<file path="src/week_timer_pkg.sv">
// constants, offsets and types for the battery week alarm timer
// assumes a single 125 MHz system clock; slower rates are enable pulses
package week_timer_pkg;
    // clocking: the 32.768 kHz count rate is an enable pulse
    localparam int unsigned SYS_CLK_HZ = 125000000;
    localparam int unsigned SLOW_CLK_HZ = 32768;
    localparam int unsigned SLOW_TICK_CYCLES = SYS_CLK_HZ / SLOW_CLK_HZ;
    localparam logic [11:0] SLOW_TICK_LAST = 12'(SLOW_TICK_CYCLES - 1);

    // counter widths
    localparam int WEEK_W = 28;
    localparam int SUB_W = 9;
    localparam int DIV_W = 15;
    localparam int GPO_W = 10;
    localparam logic [14:0] DIV_MAX = 15'h7FFF;

    // register byte offsets
    localparam logic [7:0] OFS_CONTROL = 8'h00;
    localparam logic [7:0] OFS_WEEK_COUNT = 8'h04;
    localparam logic [7:0] OFS_WEEK_COMPARE = 8'h08;
    localparam logic [7:0] OFS_DIVIDER = 8'h0C;
    localparam logic [7:0] OFS_SUB_CONTROL = 8'h10;
    localparam logic [7:0] OFS_SUB_COUNT = 8'h14;
    localparam logic [7:0] OFS_FRACTION_RATE = 8'h18;
    localparam logic [7:0] OFS_GENERAL_OUTPUTS = 8'h1C;
    localparam logic [7:0] OFS_STATUS = 8'h20;

    // field positions
    localparam int CTRL_ENABLE_BIT = 0;
    localparam int CTRL_WAKE_EN_BIT = 1;
    localparam int SUBCTL_REPEAT_BIT = 3;
    localparam int STAT_WEEK_BIT = 0;
    localparam int STAT_WAKE_BIT = 1;

    // sub-week tick source codes
    localparam logic [2:0] TICK_OFF = 3'h0;
    localparam logic [2:0] TICK_SUB_SECOND = 3'h1;
    localparam logic [2:0] TICK_SECOND = 3'h2;
    localparam logic [2:0] TICK_RESERVED = 3'h3;

    // reset values
    localparam logic [31:0] RESET_WORD = 32'h0000_0000;

    typedef enum logic [1:0] {
        BUS_IDLE = 2'b01,
        BUS_ANSWER = 2'b10
    } bus_state_t;
endpackage
</file>
<file path="src/battery_week_alarm_timer.sv">
// battery week alarm timer: divider, week counter, sub-week counter,
// four interrupt sources, power-up request and ten general outputs
// assumes an Avalon-MM master on sys_clk; nrst is the battery-well reset
//
// Functional notes
// - week and sub-week alarms raise power-up request
// - drive ten battery general outputs
// - registers reachable only over controller bus
// - counting independent of standby-well bus side
// - register access handled in bus clock domain
// - counting logic advances on 32 kHz tick
// - battery reset clears every register and counter
// - system reset only blocks bus access
// - week interrupt while count at least compare
// - sub-week interrupt on step from one to zero, or to reload when repeating
// - one-second interrupt once per divider wrap
// - fractional-second interrupt at selected rate
// - all interrupts driven unmasked when enabled
// - week and sub-week alarms usable as wake without bus access
// - 28-bit week counter increments each second
// - 9-bit sub-week down-counter, one-shot or repeating
// - 15-bit divider, one-hertz tick on wrap
// - request suppressed and dropped when wake enable clear
`timescale 1ns/1ns
module battery_week_alarm_timer (
    input wire logic sys_clk, // system clock, 125 MHz
    input wire logic nrst, // battery-well reset, async
    input wire logic system_bus_reset, // standby-well reset, high
    input wire logic [7:0] avs_address, // byte address
    input wire logic avs_read, // read request
    input wire logic avs_write, // write request
    input wire logic [31:0] avs_writedata, // write data
    input wire logic [3:0] avs_byteenable, // byte lanes
    output logic [31:0] avs_readdata, // read data
    output logic avs_waitrequest, // stall
    output logic week_alarm_int, // level
    output logic sub_week_alarm_int, // pulse
    output logic one_second_int, // pulse
    output logic sub_second_int, // pulse
    output logic power_up_request, // wake request level
    output logic [9:0] battery_general_outputs // general outputs
);
    // address match, used by both decode paths
    function automatic logic at(input logic [7:0] a, input logic [7:0] ofs);
        at = (a[7:2] == ofs[7:2]);
    endfunction

    // byte-lane merge of write data into an old word
    function automatic logic [31:0] merge(input logic [31:0] old, input logic [31:0] wd,
        input logic [3:0] be);
        merge = old;
        for (int i = 0; i < 4; i++)
        begin
            if (be[i])
                merge[i*8 +: 8] = wd[i*8 +: 8];
        end
    endfunction

    week_timer_pkg::bus_state_t bus_state, next_bus_state;
    logic next_waitrequest;
    logic [31:0] next_readdata;
    logic [11:0] tick_cnt, next_tick_cnt;
    logic block_enable, next_block_enable;
    logic wake_output_enable, next_wake_output_enable;
    logic [27:0] week_count, next_week_count;
    logic [27:0] week_compare, next_week_compare;
    logic [14:0] divider, next_divider;
    logic [2:0] tick_select, next_tick_select;
    logic sub_repeat, next_sub_repeat;
    logic [8:0] sub_count, next_sub_count;
    logic [8:0] sub_reload, next_sub_reload;
    logic [3:0] fraction_rate_select, next_fraction_rate_select;
    logic [9:0] next_general_outputs;
    logic next_week_int, next_sub_week_int, next_one_second, next_sub_second, next_power_up;
    logic slow_tick, accept_write, sub_tick, sub_fire, week_hit;
    logic [3:0] week_bit;
    logic [31:0] w_ctrl, w_week, w_cmp, w_div, w_subctl, w_sub, w_rate, w_gpo;

    // bus handshake: one stall cycle, then a single answer cycle
    always_comb
    begin
        next_bus_state = bus_state;
        next_waitrequest = 1'b1;
        next_readdata = avs_readdata;
        case (bus_state)
            week_timer_pkg::BUS_IDLE:
            begin
                if ((avs_read || avs_write) && !system_bus_reset)
                begin
                    next_bus_state = week_timer_pkg::BUS_ANSWER;
                    next_waitrequest = 1'b0;
                    next_readdata = week_timer_pkg::RESET_WORD;
                    if (avs_read)
                    begin
                        if (at(avs_address, week_timer_pkg::OFS_CONTROL))
                            next_readdata[1:0] = {wake_output_enable, block_enable};
                        else if (at(avs_address, week_timer_pkg::OFS_WEEK_COUNT))
                            next_readdata[27:0] = week_count;
                        else if (at(avs_address, week_timer_pkg::OFS_WEEK_COMPARE))
                            next_readdata[27:0] = week_compare;
                        else if (at(avs_address, week_timer_pkg::OFS_DIVIDER))
                            next_readdata[14:0] = divider;
                        else if (at(avs_address, week_timer_pkg::OFS_SUB_CONTROL))
                            next_readdata[3:0] = {sub_repeat, tick_select};
                        else if (at(avs_address, week_timer_pkg::OFS_SUB_COUNT))
                            next_readdata[8:0] = sub_count;
                        else if (at(avs_address, week_timer_pkg::OFS_FRACTION_RATE))
                            next_readdata[3:0] = fraction_rate_select;
                        else if (at(avs_address, week_timer_pkg::OFS_GENERAL_OUTPUTS))
                            next_readdata[9:0] = battery_general_outputs;
                        else if (at(avs_address, week_timer_pkg::OFS_STATUS))
                            next_readdata[1:0] = {power_up_request, week_alarm_int};
                    end
                end
            end
            week_timer_pkg::BUS_ANSWER:
                next_bus_state = week_timer_pkg::BUS_IDLE; // master releases here
            default:
                next_bus_state = week_timer_pkg::BUS_IDLE;
        endcase
    end

    always_ff @(posedge sys_clk or negedge nrst)
    begin
        if (!nrst)
        begin
            bus_state <= week_timer_pkg::BUS_IDLE;
            avs_waitrequest <= 1'b1;
            avs_readdata <= week_timer_pkg::RESET_WORD;
        end
        else
        begin
            bus_state <= next_bus_state;
            avs_waitrequest <= next_waitrequest;
            avs_readdata <= next_readdata;
        end
    end

    // timekeeping and settings; system_bus_reset never reaches this group
    always_comb
    begin
        // free-running 32 kHz enable, battery clock is always present
        slow_tick = (tick_cnt == week_timer_pkg::SLOW_TICK_LAST);
        next_tick_cnt = slow_tick ? 12'h000 : tick_cnt + 12'h001;
        // a write lands on the edge where waitrequest is seen low
        accept_write = !avs_waitrequest && avs_write;
        w_ctrl = merge({30'h0, wake_output_enable, block_enable}, avs_writedata, avs_byteenable);
        w_week = merge({4'h0, week_count}, avs_writedata, avs_byteenable);
        w_cmp = merge({4'h0, week_compare}, avs_writedata, avs_byteenable);
        w_div = merge({17'h0, divider}, avs_writedata, avs_byteenable);
        w_subctl = merge({28'h0, sub_repeat, tick_select}, avs_writedata, avs_byteenable);
        w_sub = merge({23'h0, sub_count}, avs_writedata, avs_byteenable);
        w_rate = merge({28'h0, fraction_rate_select}, avs_writedata, avs_byteenable);
        w_gpo = merge({22'h0, battery_general_outputs}, avs_writedata, avs_byteenable);
        next_block_enable = block_enable;
        next_wake_output_enable = wake_output_enable;
        next_week_compare = week_compare;
        next_tick_select = tick_select;
        next_sub_repeat = sub_repeat;
        next_sub_reload = sub_reload;
        next_fraction_rate_select = fraction_rate_select;
        next_general_outputs = battery_general_outputs;
        next_divider = divider;
        next_week_count = week_count;
        next_sub_count = sub_count;
        next_one_second = 1'b0;
        next_sub_second = 1'b0;
        sub_fire = 1'b0;
        // divider and week counter hold while disabled
        if (block_enable && slow_tick)
        begin
            next_divider = divider + 15'h0001;
            if (divider == week_timer_pkg::DIV_MAX)
            begin
                next_one_second = 1'b1;
                next_week_count = week_count + 28'h0000001;
            end
            // fraction rate n gives 2^n Hz: low 15-n bits back at zero
            if (fraction_rate_select != 4'h0)
                next_sub_second = ((next_divider & (week_timer_pkg::DIV_MAX >> fraction_rate_select))
                    == 15'h0000);
        end
        // week bit 3, 5, 7 or 9 rising is the slow sub-week source
        week_bit = {1'b0, tick_select[1:0], 1'b1} + 4'h2;
        case (tick_select)
            week_timer_pkg::TICK_OFF: sub_tick = 1'b0;
            week_timer_pkg::TICK_SUB_SECOND: sub_tick = next_sub_second;
            week_timer_pkg::TICK_SECOND: sub_tick = next_one_second;
            week_timer_pkg::TICK_RESERVED: sub_tick = 1'b0;
            default: sub_tick = next_one_second && !week_count[week_bit] && next_week_count[week_bit];
        endcase
        if (sub_tick && sub_count != 9'h000)
        begin
            if (sub_count == 9'h001)
            begin
                sub_fire = 1'b1;
                next_sub_count = sub_repeat ? sub_reload : 9'h000;
            end
            else
                next_sub_count = sub_count - 9'h001;
        end
        // software writes win over counting in the same cycle
        if (accept_write)
        begin
            if (at(avs_address, week_timer_pkg::OFS_CONTROL))
            begin
                next_block_enable = w_ctrl[week_timer_pkg::CTRL_ENABLE_BIT];
                next_wake_output_enable = w_ctrl[week_timer_pkg::CTRL_WAKE_EN_BIT];
            end
            if (at(avs_address, week_timer_pkg::OFS_WEEK_COUNT))
                next_week_count = w_week[27:0];
            if (at(avs_address, week_timer_pkg::OFS_WEEK_COMPARE))
                next_week_compare = w_cmp[27:0];
            if (at(avs_address, week_timer_pkg::OFS_DIVIDER))
                next_divider = w_div[14:0];
            if (at(avs_address, week_timer_pkg::OFS_SUB_CONTROL))
            begin
                next_tick_select = w_subctl[2:0];
                next_sub_repeat = w_subctl[week_timer_pkg::SUBCTL_REPEAT_BIT];
            end
            if (at(avs_address, week_timer_pkg::OFS_SUB_COUNT))
            begin
                next_sub_count = w_sub[8:0];
                next_sub_reload = w_sub[8:0];
            end
            if (at(avs_address, week_timer_pkg::OFS_FRACTION_RATE))
                next_fraction_rate_select = w_rate[3:0];
            if (at(avs_address, week_timer_pkg::OFS_GENERAL_OUTPUTS))
                next_general_outputs = w_gpo[9:0];
        end
        // interrupts go out unmasked; the aggregator does the masking
        week_hit = block_enable && (week_count >= week_compare);
        next_week_int = next_block_enable && (next_week_count >= next_week_compare);
        next_sub_week_int = sub_fire;
        // request holds until software clears the wake enable
        next_power_up = next_wake_output_enable && (power_up_request || week_hit || sub_fire);
    end

    always_ff @(posedge sys_clk or negedge nrst)
    begin
        if (!nrst)
        begin
            tick_cnt <= 12'h000;
            block_enable <= 1'b0;
            wake_output_enable <= 1'b0;
            week_count <= 28'h0000000;
            week_compare <= 28'h0000000;
            divider <= 15'h0000;
            tick_select <= 3'h0;
            sub_repeat <= 1'b0;
            sub_count <= 9'h000;
            sub_reload <= 9'h000;
            fraction_rate_select <= 4'h0;
            battery_general_outputs <= 10'h000;
            week_alarm_int <= 1'b0;
            sub_week_alarm_int <= 1'b0;
            one_second_int <= 1'b0;
            sub_second_int <= 1'b0;
            power_up_request <= 1'b0;
        end
        else
        begin
            tick_cnt <= next_tick_cnt;
            block_enable <= next_block_enable;
            wake_output_enable <= next_wake_output_enable;
            week_count <= next_week_count;
            week_compare <= next_week_compare;
            divider <= next_divider;
            tick_select <= next_tick_select;
            sub_repeat <= next_sub_repeat;
            sub_count <= next_sub_count;
            sub_reload <= next_sub_reload;
            fraction_rate_select <= next_fraction_rate_select;
            battery_general_outputs <= next_general_outputs;
            week_alarm_int <= next_week_int;
            sub_week_alarm_int <= next_sub_week_int;
            one_second_int <= next_one_second;
            sub_second_int <= next_sub_second;
            power_up_request <= next_power_up;
        end
    end
endmodule

</file>
<file path="config.mk">
export PLATFORM = sky130hd
export DESIGN_NAME = battery_week_alarm_timer
export DESIGN_NICKNAME = d
export VERILOG_FILES = /design/src/week_timer_pkg.sv /design/src/battery_week_alarm_timer.sv
export SDC_FILE = /design/constraint.sdc
export NUM_CORES = 1
export LEC_CHECK = 0
export BUFFER_PORTS_ARGS = -buffer_cell sky130_fd_sc_hd__buf_2
export CORE_ASPECT_RATIO = 0.8
export CORE_MARGIN = 2
export CORE_UTILIZATION = 40
export CTS_CLUSTER_DIAMETER = 30
export CTS_CLUSTER_SIZE = 30
export DETAILED_ROUTE_END_ITERATION = 8
export GPL_TIMING_DRIVEN = 0
export SLEW_MARGIN = 20
export SYNTH_ARGS = -nofsm -noshare
export SYNTH_HDL_FRONTEND = slang
export SYNTH_SLANG_ARGS = --single-unit
</file>
<file path="constraint.sdc">
create_clock -name sys_clk -period 11.6 [get_ports sys_clk]
set_input_delay 2.32 -clock sys_clk [delete_from_list [all_inputs] [get_ports sys_clk]]
set_output_delay 2.32 -clock sys_clk [all_outputs]
set_load 0.02 [all_outputs]
</file>
# --- After elaboration in Yosys (flattened, before gate mapping) ---
# Index checks and enable logic that the tools add are counted.
word_totals:
  ram_bits: 0
  latchBits: 0
  mem_count: 0
  register_bits: 157
  romBits: 0
classes:
  multipliers: 0
  eq_ne: 18
  n_lt_le_gt_ge: 3
  addsub: 5
  muxes: 74
  n_reduce_logical: 27
  bitwise: 1
  n_div: 0
  shift: 1
op_table:
  columns: ["operator", "count"]
  rows:
  - ["28-bit two-way mux", 8]
  - ["8-bit two-way mux", 19]
  - ["15-bit two-way mux", 4]
  - ["28-bit >= comparator", 2]
  - ["9-bit two-way mux", 6]
  - ["28-bit by 1-bit adder with 28-bit output, second input constant", 1]
  - ["26-bit two-way mux", 1]
  - ["6-bit by 3-bit == test with 1-bit output, second input constant", 4]
  - ["1-bit two-way mux", 16]
  - ["4-bit two-way mux", 4]
  - ["15-bit by 1-bit adder with 15-bit output, second input constant", 1]
  - ["15-bit bitwise AND", 1]
  - ["15-bit == test, second input constant", 1]
  - ["15-bit logical NOT", 1]
  - ["15-bit by 4-bit right shift with 15-bit output, first input constant", 1]
  - ["13-bit two-way mux", 1]
  - ["12-bit by 1-bit adder with 12-bit output, second input constant", 1]
  - ["12-bit == test, second input constant", 1]
  - ["6-bit by 2-bit == test with 1-bit output, second input constant", 2]
  - ["12-bit two-way mux", 1]
  - ["2-bit two-way mux", 6]
  - ["6-bit two-way mux", 2]
  - ["3-bit AND reduction", 4]
  - ["10-bit two-way mux", 1]
  - ["other kinds (24)", 40]

# --- Longest topological paths before layout ---
# Gate-level depths: netlist of the first run.
depth:
  depth_word: 20
  depth_mapped: 21

# --- Least setup slack after synthesis of the first run ---
# No wires, ideal clock.
synth_timing:
  kind: "input to register"
  from: "input avs_address[4]"
  to: "register week_alarm_int"
  path_buffers: 2
  t_arrival_ns: 5.656
  path_stages: 17
  t_required_ns: 11.535
  path_slack_ns: 5.879
  cell_sequence: "nor4_2 > nand2_1 > nor2_1 > and2_1 > clkbuf_1 > buf_2 > nor2_1 > a221oi_1 > ha_1 > nand4_1 > o211ai_1 > a21oi_1 > nor3_1 > o2111ai_1 > a211oi_1 > o211ai_1 > nand2_1"
synth_via:
  elab_chain_len: 5
  elab_cells_between_ends: 11
  cone_classes: "order compare (1); eq/ne (2); mux (6); reduce/logical (2)"
synth_rtl:
  columns: ["element", "line", "text"]
  rows:
  - ["start: declaration", "battery_week_alarm_timer.sv:29", "input wire logic [7:0] avs_address,"]
  - ["6-bit by 1-bit == test with 1-bit output", "battery_week_alarm_timer.sv:45", "at = (a[7:2] == ofs[7:2]);"]
  - ["28-bit two-way mux", "battery_week_alarm_timer.sv:210", "if (at(avs_address, week_timer_pkg::OFS_WEEK_COUNT))"]
  - ["28-bit two-way mux", "battery_week_alarm_timer.sv:203", "if (accept_write)"]
  - ["net next_week_count[25]", "battery_week_alarm_timer.sv:65", "logic [27:0] week_count, next_week_count;"]
  - ["28-bit >= comparator", "battery_week_alarm_timer.sv:233", "next_week_int = next_block_enable && (next_week_count >= next_week_compare);"]
  - ["1-bit logical AND", "battery_week_alarm_timer.sv:233", null]
  - ["net next_week_int", "battery_week_alarm_timer.sv:74", "logic next_week_int, next_sub_week_int, next_one_second, next_sub_second, next_power_up;"]
  - ["end signal: assignment", "battery_week_alarm_timer.sv:275", "week_alarm_int <= next_week_int;"]
  - ["end: declaration", "battery_week_alarm_timer.sv:36", "output logic week_alarm_int,"]
# The timed path passes the listed nets, and every way through them passes these cells.
# A chain may end at the register's enable or synchronous reset.

# --- Worst setup path in the final report of the first run ---
# Ends and elaborated chain as after synthesis.

==> impl_metrics.yaml, run 1 <==
clock_network:
  cts_root_buf: "clkbuf_16"
  htreeDepth: 4
  cts_buffers: 17
  clk_path_buf_depth: 2
  cts_setup_buffers: 0
  clock_latency_ns: 0.44
  cts.sinks: 157
  clkSlewWorstSetupHoldPaths_ns: 0.07
  cts_hold_buf: 0
  cts_resized: 0
  cts_tree: "yes"
place:
  hpwl_um: 26000
  routabilityCongestion: 0.910
  port_buffers: 83
power_and_ir_drop:
  ir_worst_vdd_mv: 0.105
  leakagePower_uw: 0.00548
  p_per_area_nw_per_um2: 122
synthesis:
  avgSynthCellArea_um2: 8.82
  synth_flop_cell: "dfrtp_1"
  ys_seq_area_share_pct: 37.9
  synth_cell_types: 81
  postSynthCellCount: 1177
  yosys_warnings: 0
  ys_ff_latch: 157
  synth_area_um2: 10400
  synth-edff-count: 0
  async_reset_ff_share_pct: 100
floorplanning:
  die_h_um: 148
  start_util_pct: 40.9
  io_pins: 97
  core-area_um2: 25400
  num_rows: 52
  die_area_um2: 27300
  die-width_um: 184
worst_setup_path:
  path_cells: "buf_2, nor4_2, nand2_1, nor2_1, and2_1, clkbuf_1, buf_2, nor2_1, a221oi_1, ha_1, nand4_1, o211ai_1, a21oi_1, nor3_1, o2111ai_1, a211oi_1, o211ai_1, nand2_1"
  required_ns: 11.96
  cp_max_fo: 10
  startpoint_type: "primary input"
  crit_type: "primary input to flop"
  arrival_ns: 8.11
  reg2regPathDepth: 20
  critPathMaxStageDelay_ns: 0.78
  crit_slowest_cell: "nor4_2"
  critPathCaptureType: "flop"
detailed_routing:
  drc: 0
  vias: 9660
  wl_um: 34400
  firstDrtPassIters: 7
  ant_nets: 0
  drt_iter0_drc: 1029
  vias_per_cell: 5.96
  wl_per_cell_um: 21.2
hold_path:
  min_path_cells: 2
  hp-class: "flop to flop"
job:
  maxCapViolCount: 0
timing:
  clock_skew_ns: 0.0151
  finalSetupViolations: 0
  hold_viol: 0
  tns_ns: 0
  drv_slew: 0
  min_period_ns: 7.76
  relSlewSlack_pct: 40.4
  worst_slew_pin_slew_ns: 0.894
  fmax_ghz: 0.129
  rsz0062_at_grt: "no"
  finalCritPeriodShare_pct: 66.9
  timing.hold.ws_ns: 0.470
global_route:
  grt_pass1_vias: 9143
  antenna_found_initial: 1
  gr-usage-all-layers_pct: 25.9
  grt_pass1_wl_um: 53600
  grt_max_degree: 96
  overflow: 0
final_layout:
  nets: 1399
  drive_above_1_share_pct: 16.0
  fillers: 2499
  layout.area.seq_um2: 3930
  multi_input_area_um2: 5850
  syn_to_final_growth_pct: 14.9
outcome:
  outcome: "complete, no violations"
==> flip-flops by register name, indices dropped and copies added (netlist names), 9 cells and up <==
signal and flops:
sub_count 9, avs_readdata 28, week_compare 28, week_count 28, divider 15, tick_cnt 12, battery_general_outputs 10, sub_reload 9
==> per-layer routing <==
layer | wire length, um | vias to the layer above | GRT usage [%]
met5 | 0 | - | 0
met3 | 2800 | 33 | 5.58
met1 | 16600 | 4723 | 39.6
met4 | 541 | 0 | 6.76
met2 | 14400 | 416 | 36.7
li1 | - | 4488 | -
==> cell families (layout without fill, tap and decap cells) <==
family                   after synthesis  count (layout)  share of synthesized area [%]
XOR/XNOR                              19              19                           1.60
adder cells (fa/ha/maj)               66              66                           7.95
multiplexers                          64              64                           7.17
other                                  1               5                         0.0361
AND/OR/NAND/NOR                      398             398                           18.8
buffers and inverters                153             270                           5.96
AO/OA/AOI/OAI                        319             319                           20.6
flip-flops                           157             157                           37.9
==> cell usage after synthesis (5+ instances only) <==
cell      instances  share of area, %
and2_1            7              0.42
ha_1             66               8.0
nor3_1           28               1.3
o22ai_1          12              0.72
nor2_1          100               3.6
o21ai_0          96               4.6
xnor2_1          11              0.93
a22oi_1          25               1.8
a221oi_1          9              0.76
a21oi_1          47               2.3
nand2b_1          9              0.54
and3_1           18               1.1
nand2_1         120               4.3
mux2_2           39               4.2
dfrtp_1         155                37
o31ai_1           7              0.51
nor2b_1           8              0.48
a211oi_2          8              0.96
xor2_1            8              0.67
a211oi_1         13              0.94
buf_2            11              0.53
nand4_1          30               1.8
o21a_1            5              0.36
inv_1            85               3.1
clkbuf_1         47               1.7
o211ai_1          6              0.43
mux2i_1          20               1.9
a31oi_1          16              0.96
nor4_1            8              0.48
nand3_1          39               1.9
buf_4             6              0.43
a21o_1           33               2.4
a22o_1            5              0.42
==> stage by stage <==
stage                     total power (uW)  setup slack (ns)  utilization [%]  area, um2  std cells
after floorplan                        750              5.88                -      10400       1180
after global placement                 833              3.70             44.2      11200       1587
after detailed placement               840              3.64             44.5      11300       1589
after CTS                             1460              4.07             47.0      11900       1621
after global routing                  1510              3.38             47.0      11900       1621
final                                 1450              3.84             47.0      11900       1622
==> final cells by class <==
class / instances / area share, %
tap: 324 / 3.40
multi-input combinational: 870 / 49.0
sequential: 157 / 33.0
inverter: 86 / 2.71
timing repair buffer: 85 / 4.03
antenna: 1 / 0.0210
buffer: 67 / 2.49
clock buffer: 20 / 3.83
clock inverter: 12 / 1.53
==> path summary, 6_finish.rpt <==
kind	from	slack [ns]	end
worst max-delay path	avs_address[4]	3.84	week_alarm_int$_DFF_PN0_
worst min-delay path	avs_readdata[22]$_DFFE_PN0P_	0.47	avs_readdata[22]$_DFFE_PN0P_
worst max register to register	divider[0]$_DFFE_PN0P_	5.71	week_alarm_int$_DFF_PN0_
worst min register to register	avs_readdata[22]$_DFFE_PN0P_	0.47	avs_readdata[22]$_DFFE_PN0P_
max in group asynchronous	nrst	8.96	week_count[18]$_DFF_PN0_
min in group asynchronous	nrst	1.91	sub_count[4]$_DFF_PN0_
==> placed cells by master (no fill, tap or decap), types with 20 or more instances in the layout <==
| cell | netlist | final |
|---|---|---|
| dfrtp_1 | 155 | 155 |
| nand2_1 | 120 | 120 |
| nor3_1 | 28 | 28 |
| nand3_1 | 39 | 39 |
| a21o_1 | 33 | 33 |
| a22oi_1 | 25 | 25 |
| buf_2 | 11 | 93 |
| nand4_1 | 30 | 30 |
| nor2_1 | 100 | 100 |
| a21oi_1 | 47 | 47 |
| inv_1 | 85 | 85 |
| mux2_2 | 39 | 39 |
| o21ai_0 | 96 | 96 |
| clkbuf_1 | 47 | 48 |
| ha_1 | 66 | 66 |
| mux2i_1 | 20 | 20 |
==> critical path: cells and delay by family <==
| kind | cells | cell delay [ns] |
|---|---|---|
| buf+inv | 3 | 0.78 |
| simple gates | 8 | 3.08 |
| compound gates | 6 | 1.71 |
| fa+ha+maj | 1 | 0.22 |
==> where the power goes <==
part | switching (uW) | internal (uW) | total, uW
sequential | 35.4 | 573 | 608
clock | 245 | 374 | 619
combinational | 140 | 87.1 | 227
(Power assumes the default switching activity.)
==> run 2: changes to the inputs <==
clock period = 6.7 ns   (was 11.6 ns; I/O delays follow)
==> impl_metrics.yaml, run 2 (synthesis gave the netlist of run 1 again) <==
timing:
  finalCritPeriodShare_pct: 92.5
  clock_skew_ns: 0.0155
  rsz0062_at_grt: "no"
  hold_viol: 0
  relSlewSlack_pct: 39.5
  min_period_ns: 6.20
  worst_slew_pin_slew_ns: 0.907
  drv_slew: 0
  fmax_ghz: 0.161
  finalSetupViolations: 0
  tns_ns: 0
place:
  hpwl_um: 26000
  port_buffers: 83
  dp_cells: 1589
  routabilityCongestion: 0.910
global_route:
  grt_pass1_vias: 9143
  gr-usage-all-layers_pct: 25.9
  grt_max_degree: 96
  grt_pass1_wl_um: 53600
  antenna_found_initial: 1
  overflow: 0
worst_setup_path:
  cp_max_fo: 10
  arrival_ns: 6.56
  startpoint_type: "primary input"
  required_ns: 7.06
  crit_type: "primary input to flop"
  critPathCaptureType: "flop"
final_layout:
  layout_commonest_cell: "dfrtp_1"
  syn_to_final_growth_pct: 15.0
  layout_common_cells: "155 x dfrtp_1, 120 x nand2_1, 99 x nor2_1, 96 x o21ai_0, 93 x buf_2"
  largestRegisters: "avs_readdata: 28 flops, week_compare: 28 flops, week_count: 28 flops"
  drive_above_1_share_pct: 16.1
  post-route-util_pct: 47.1
  finalNonFillerCells: 1622
  fillers: 2497
  nets: 1399
outcome:
  outcome: "complete, no violations"
clock_network:
  cts_hold_buf: 0
  cts_tree: "yes"
  cts.sinks: 157
  clkSlewWorstSetupHoldPaths_ns: 0.07
  htreeDepth: 4
  clk_path_buf_depth: 2
  clock_latency_ns: 0.44
  cts_buffers: 17
  cts_root_buf: "clkbuf_16"
detailed_routing:
  drc: 0
  drt_iter0_drc: 1072
  wl_per_cell_um: 21.2
  ant_nets: 0
  wl_um: 34300
  firstDrtPassIters: 5
  vias: 9651
  vias_per_cell: 5.95
power_and_ir_drop:
  power_switching_uw: 727
  fin_total_pwr_uw: 2520
  clkPwrFrac_pct: 42.6
  p_per_area_nw_per_um2: 211
  ir_worst_vdd_mv: 0.184
  intPower_uw: 1790
  pwr-share-seq_pct: 41.8
  power_frac_comb_pct: 15.6
  swShare_pct: 28.9
  leakagePower_uw: 0.00548
floorplanning:
  start_util_pct: 40.9
  io_pins: 97
  die_area_um2: 27300
  die-width_um: 184
  num_rows: 52
  core-area_um2: 25400
  die_h_um: 148
hold_path:
  hp-class: "flop to flop"
job:
  maxCapViolCount: 0
[run 2: cell counts in the layout (fill, tap and decap cells not counted)]
No cell type changed its count.
[run 2: layer usage]
layer | part of all wire, % | vias to the layer above | global-route usage, %
met5 | 0 | - | 0
met4 | 1.7 | 0 | 6.76
met3 | 7.8 | 40 | 5.58
met2 | 42 | 418 | 36.7
met1 | 49 | 4701 | 39.6
li1 | - | 4492 | -
[run 2: what timing repair did]
item,CTS,global route
setup buffers,0,0
setup endpoints to repair,0,1
hold endpoints to repair,0,0
resized for setup,0,2
[run 2: layout make-up]
cell class                      instances  area (um2)  share of cell area (%)
Clock buffer                           20         457                    3.82
Tap cell                              324         405                    3.40
Inverter                               86         323                    2.70
Antenna cell                            1        2.50                  0.0210
Timing Repair Buffer                   85         480                    4.02
Multi-Input combinational cell        870        5860                    49.1
Clock inverter                         12         183                    1.53
Sequential cell                       157        3930                    32.9
Buffer                                 67         297                    2.48
[run 2: power groups by stage]
stage | Clock [uW] | Sequential, uW | Combinational [uW]
detailed placement | 0 | 1070 | 387
floorplan | 0 | 1050 | 247
global placement | 0 | 1070 | 374
global route | 1120 | 1060 | 436
finish | 1070 | 1050 | 393
CTS | 1090 | 1050 | 389
[run 2: worst paths after layout]
path	startpoint	to	slack, ns	cells past startpoint
worst max-delay path	avs_address[4]	week_alarm_int$_DFF_PN0_	0.50	18
worst min-delay path	avs_readdata[22]$_DFFE_PN0P_	avs_readdata[22]$_DFFE_PN0P_	0.47	2
worst max register to register	divider[0]$_DFFE_PN0P_	week_alarm_int$_DFF_PN0_	0.82	20
worst min register to register	avs_readdata[22]$_DFFE_PN0P_	avs_readdata[22]$_DFFE_PN0P_	0.47	2
max in group asynchronous	nrst	week_count[18]$_DFF_PN0_	5.04	3
min in group asynchronous	nrst	sub_reload[5]$_DFFE_PN0P_	0.93	2
[run 2: worst max-delay path: stages]
cell and delay [ns]:
buf_2 0.13, nor4_4 0.57, nand2_1 0.38, nor2_2 0.46, and2_1 0.19, clkbuf_1 0.32
buf_2 0.33, nor2_1 0.14, a221oi_1 0.36, ha_1 0.22, nand4_1 0.18, o211ai_1 0.30
a21oi_1 0.15, nor3_1 0.44, o2111ai_1 0.19, a211oi_1 0.51, o211ai_1 0.19, nand2_1 0.15
[run 2: through the flow]
stage | hold slack (ns) | area (um2) | setup WS (ns)
5_1_grt | 0.501 | 11900 | 0.0666
3_3_place_gp | 0.458 | 11200 | -0.225
2_1_floorplan | 0.450 | 10400 | 1.96
6_report | 0.470 | 11900 | 0.503
4_1_cts | 0.479 | 11900 | 0.152
3_5_place_dp | 0.465 | 11300 | -0.281
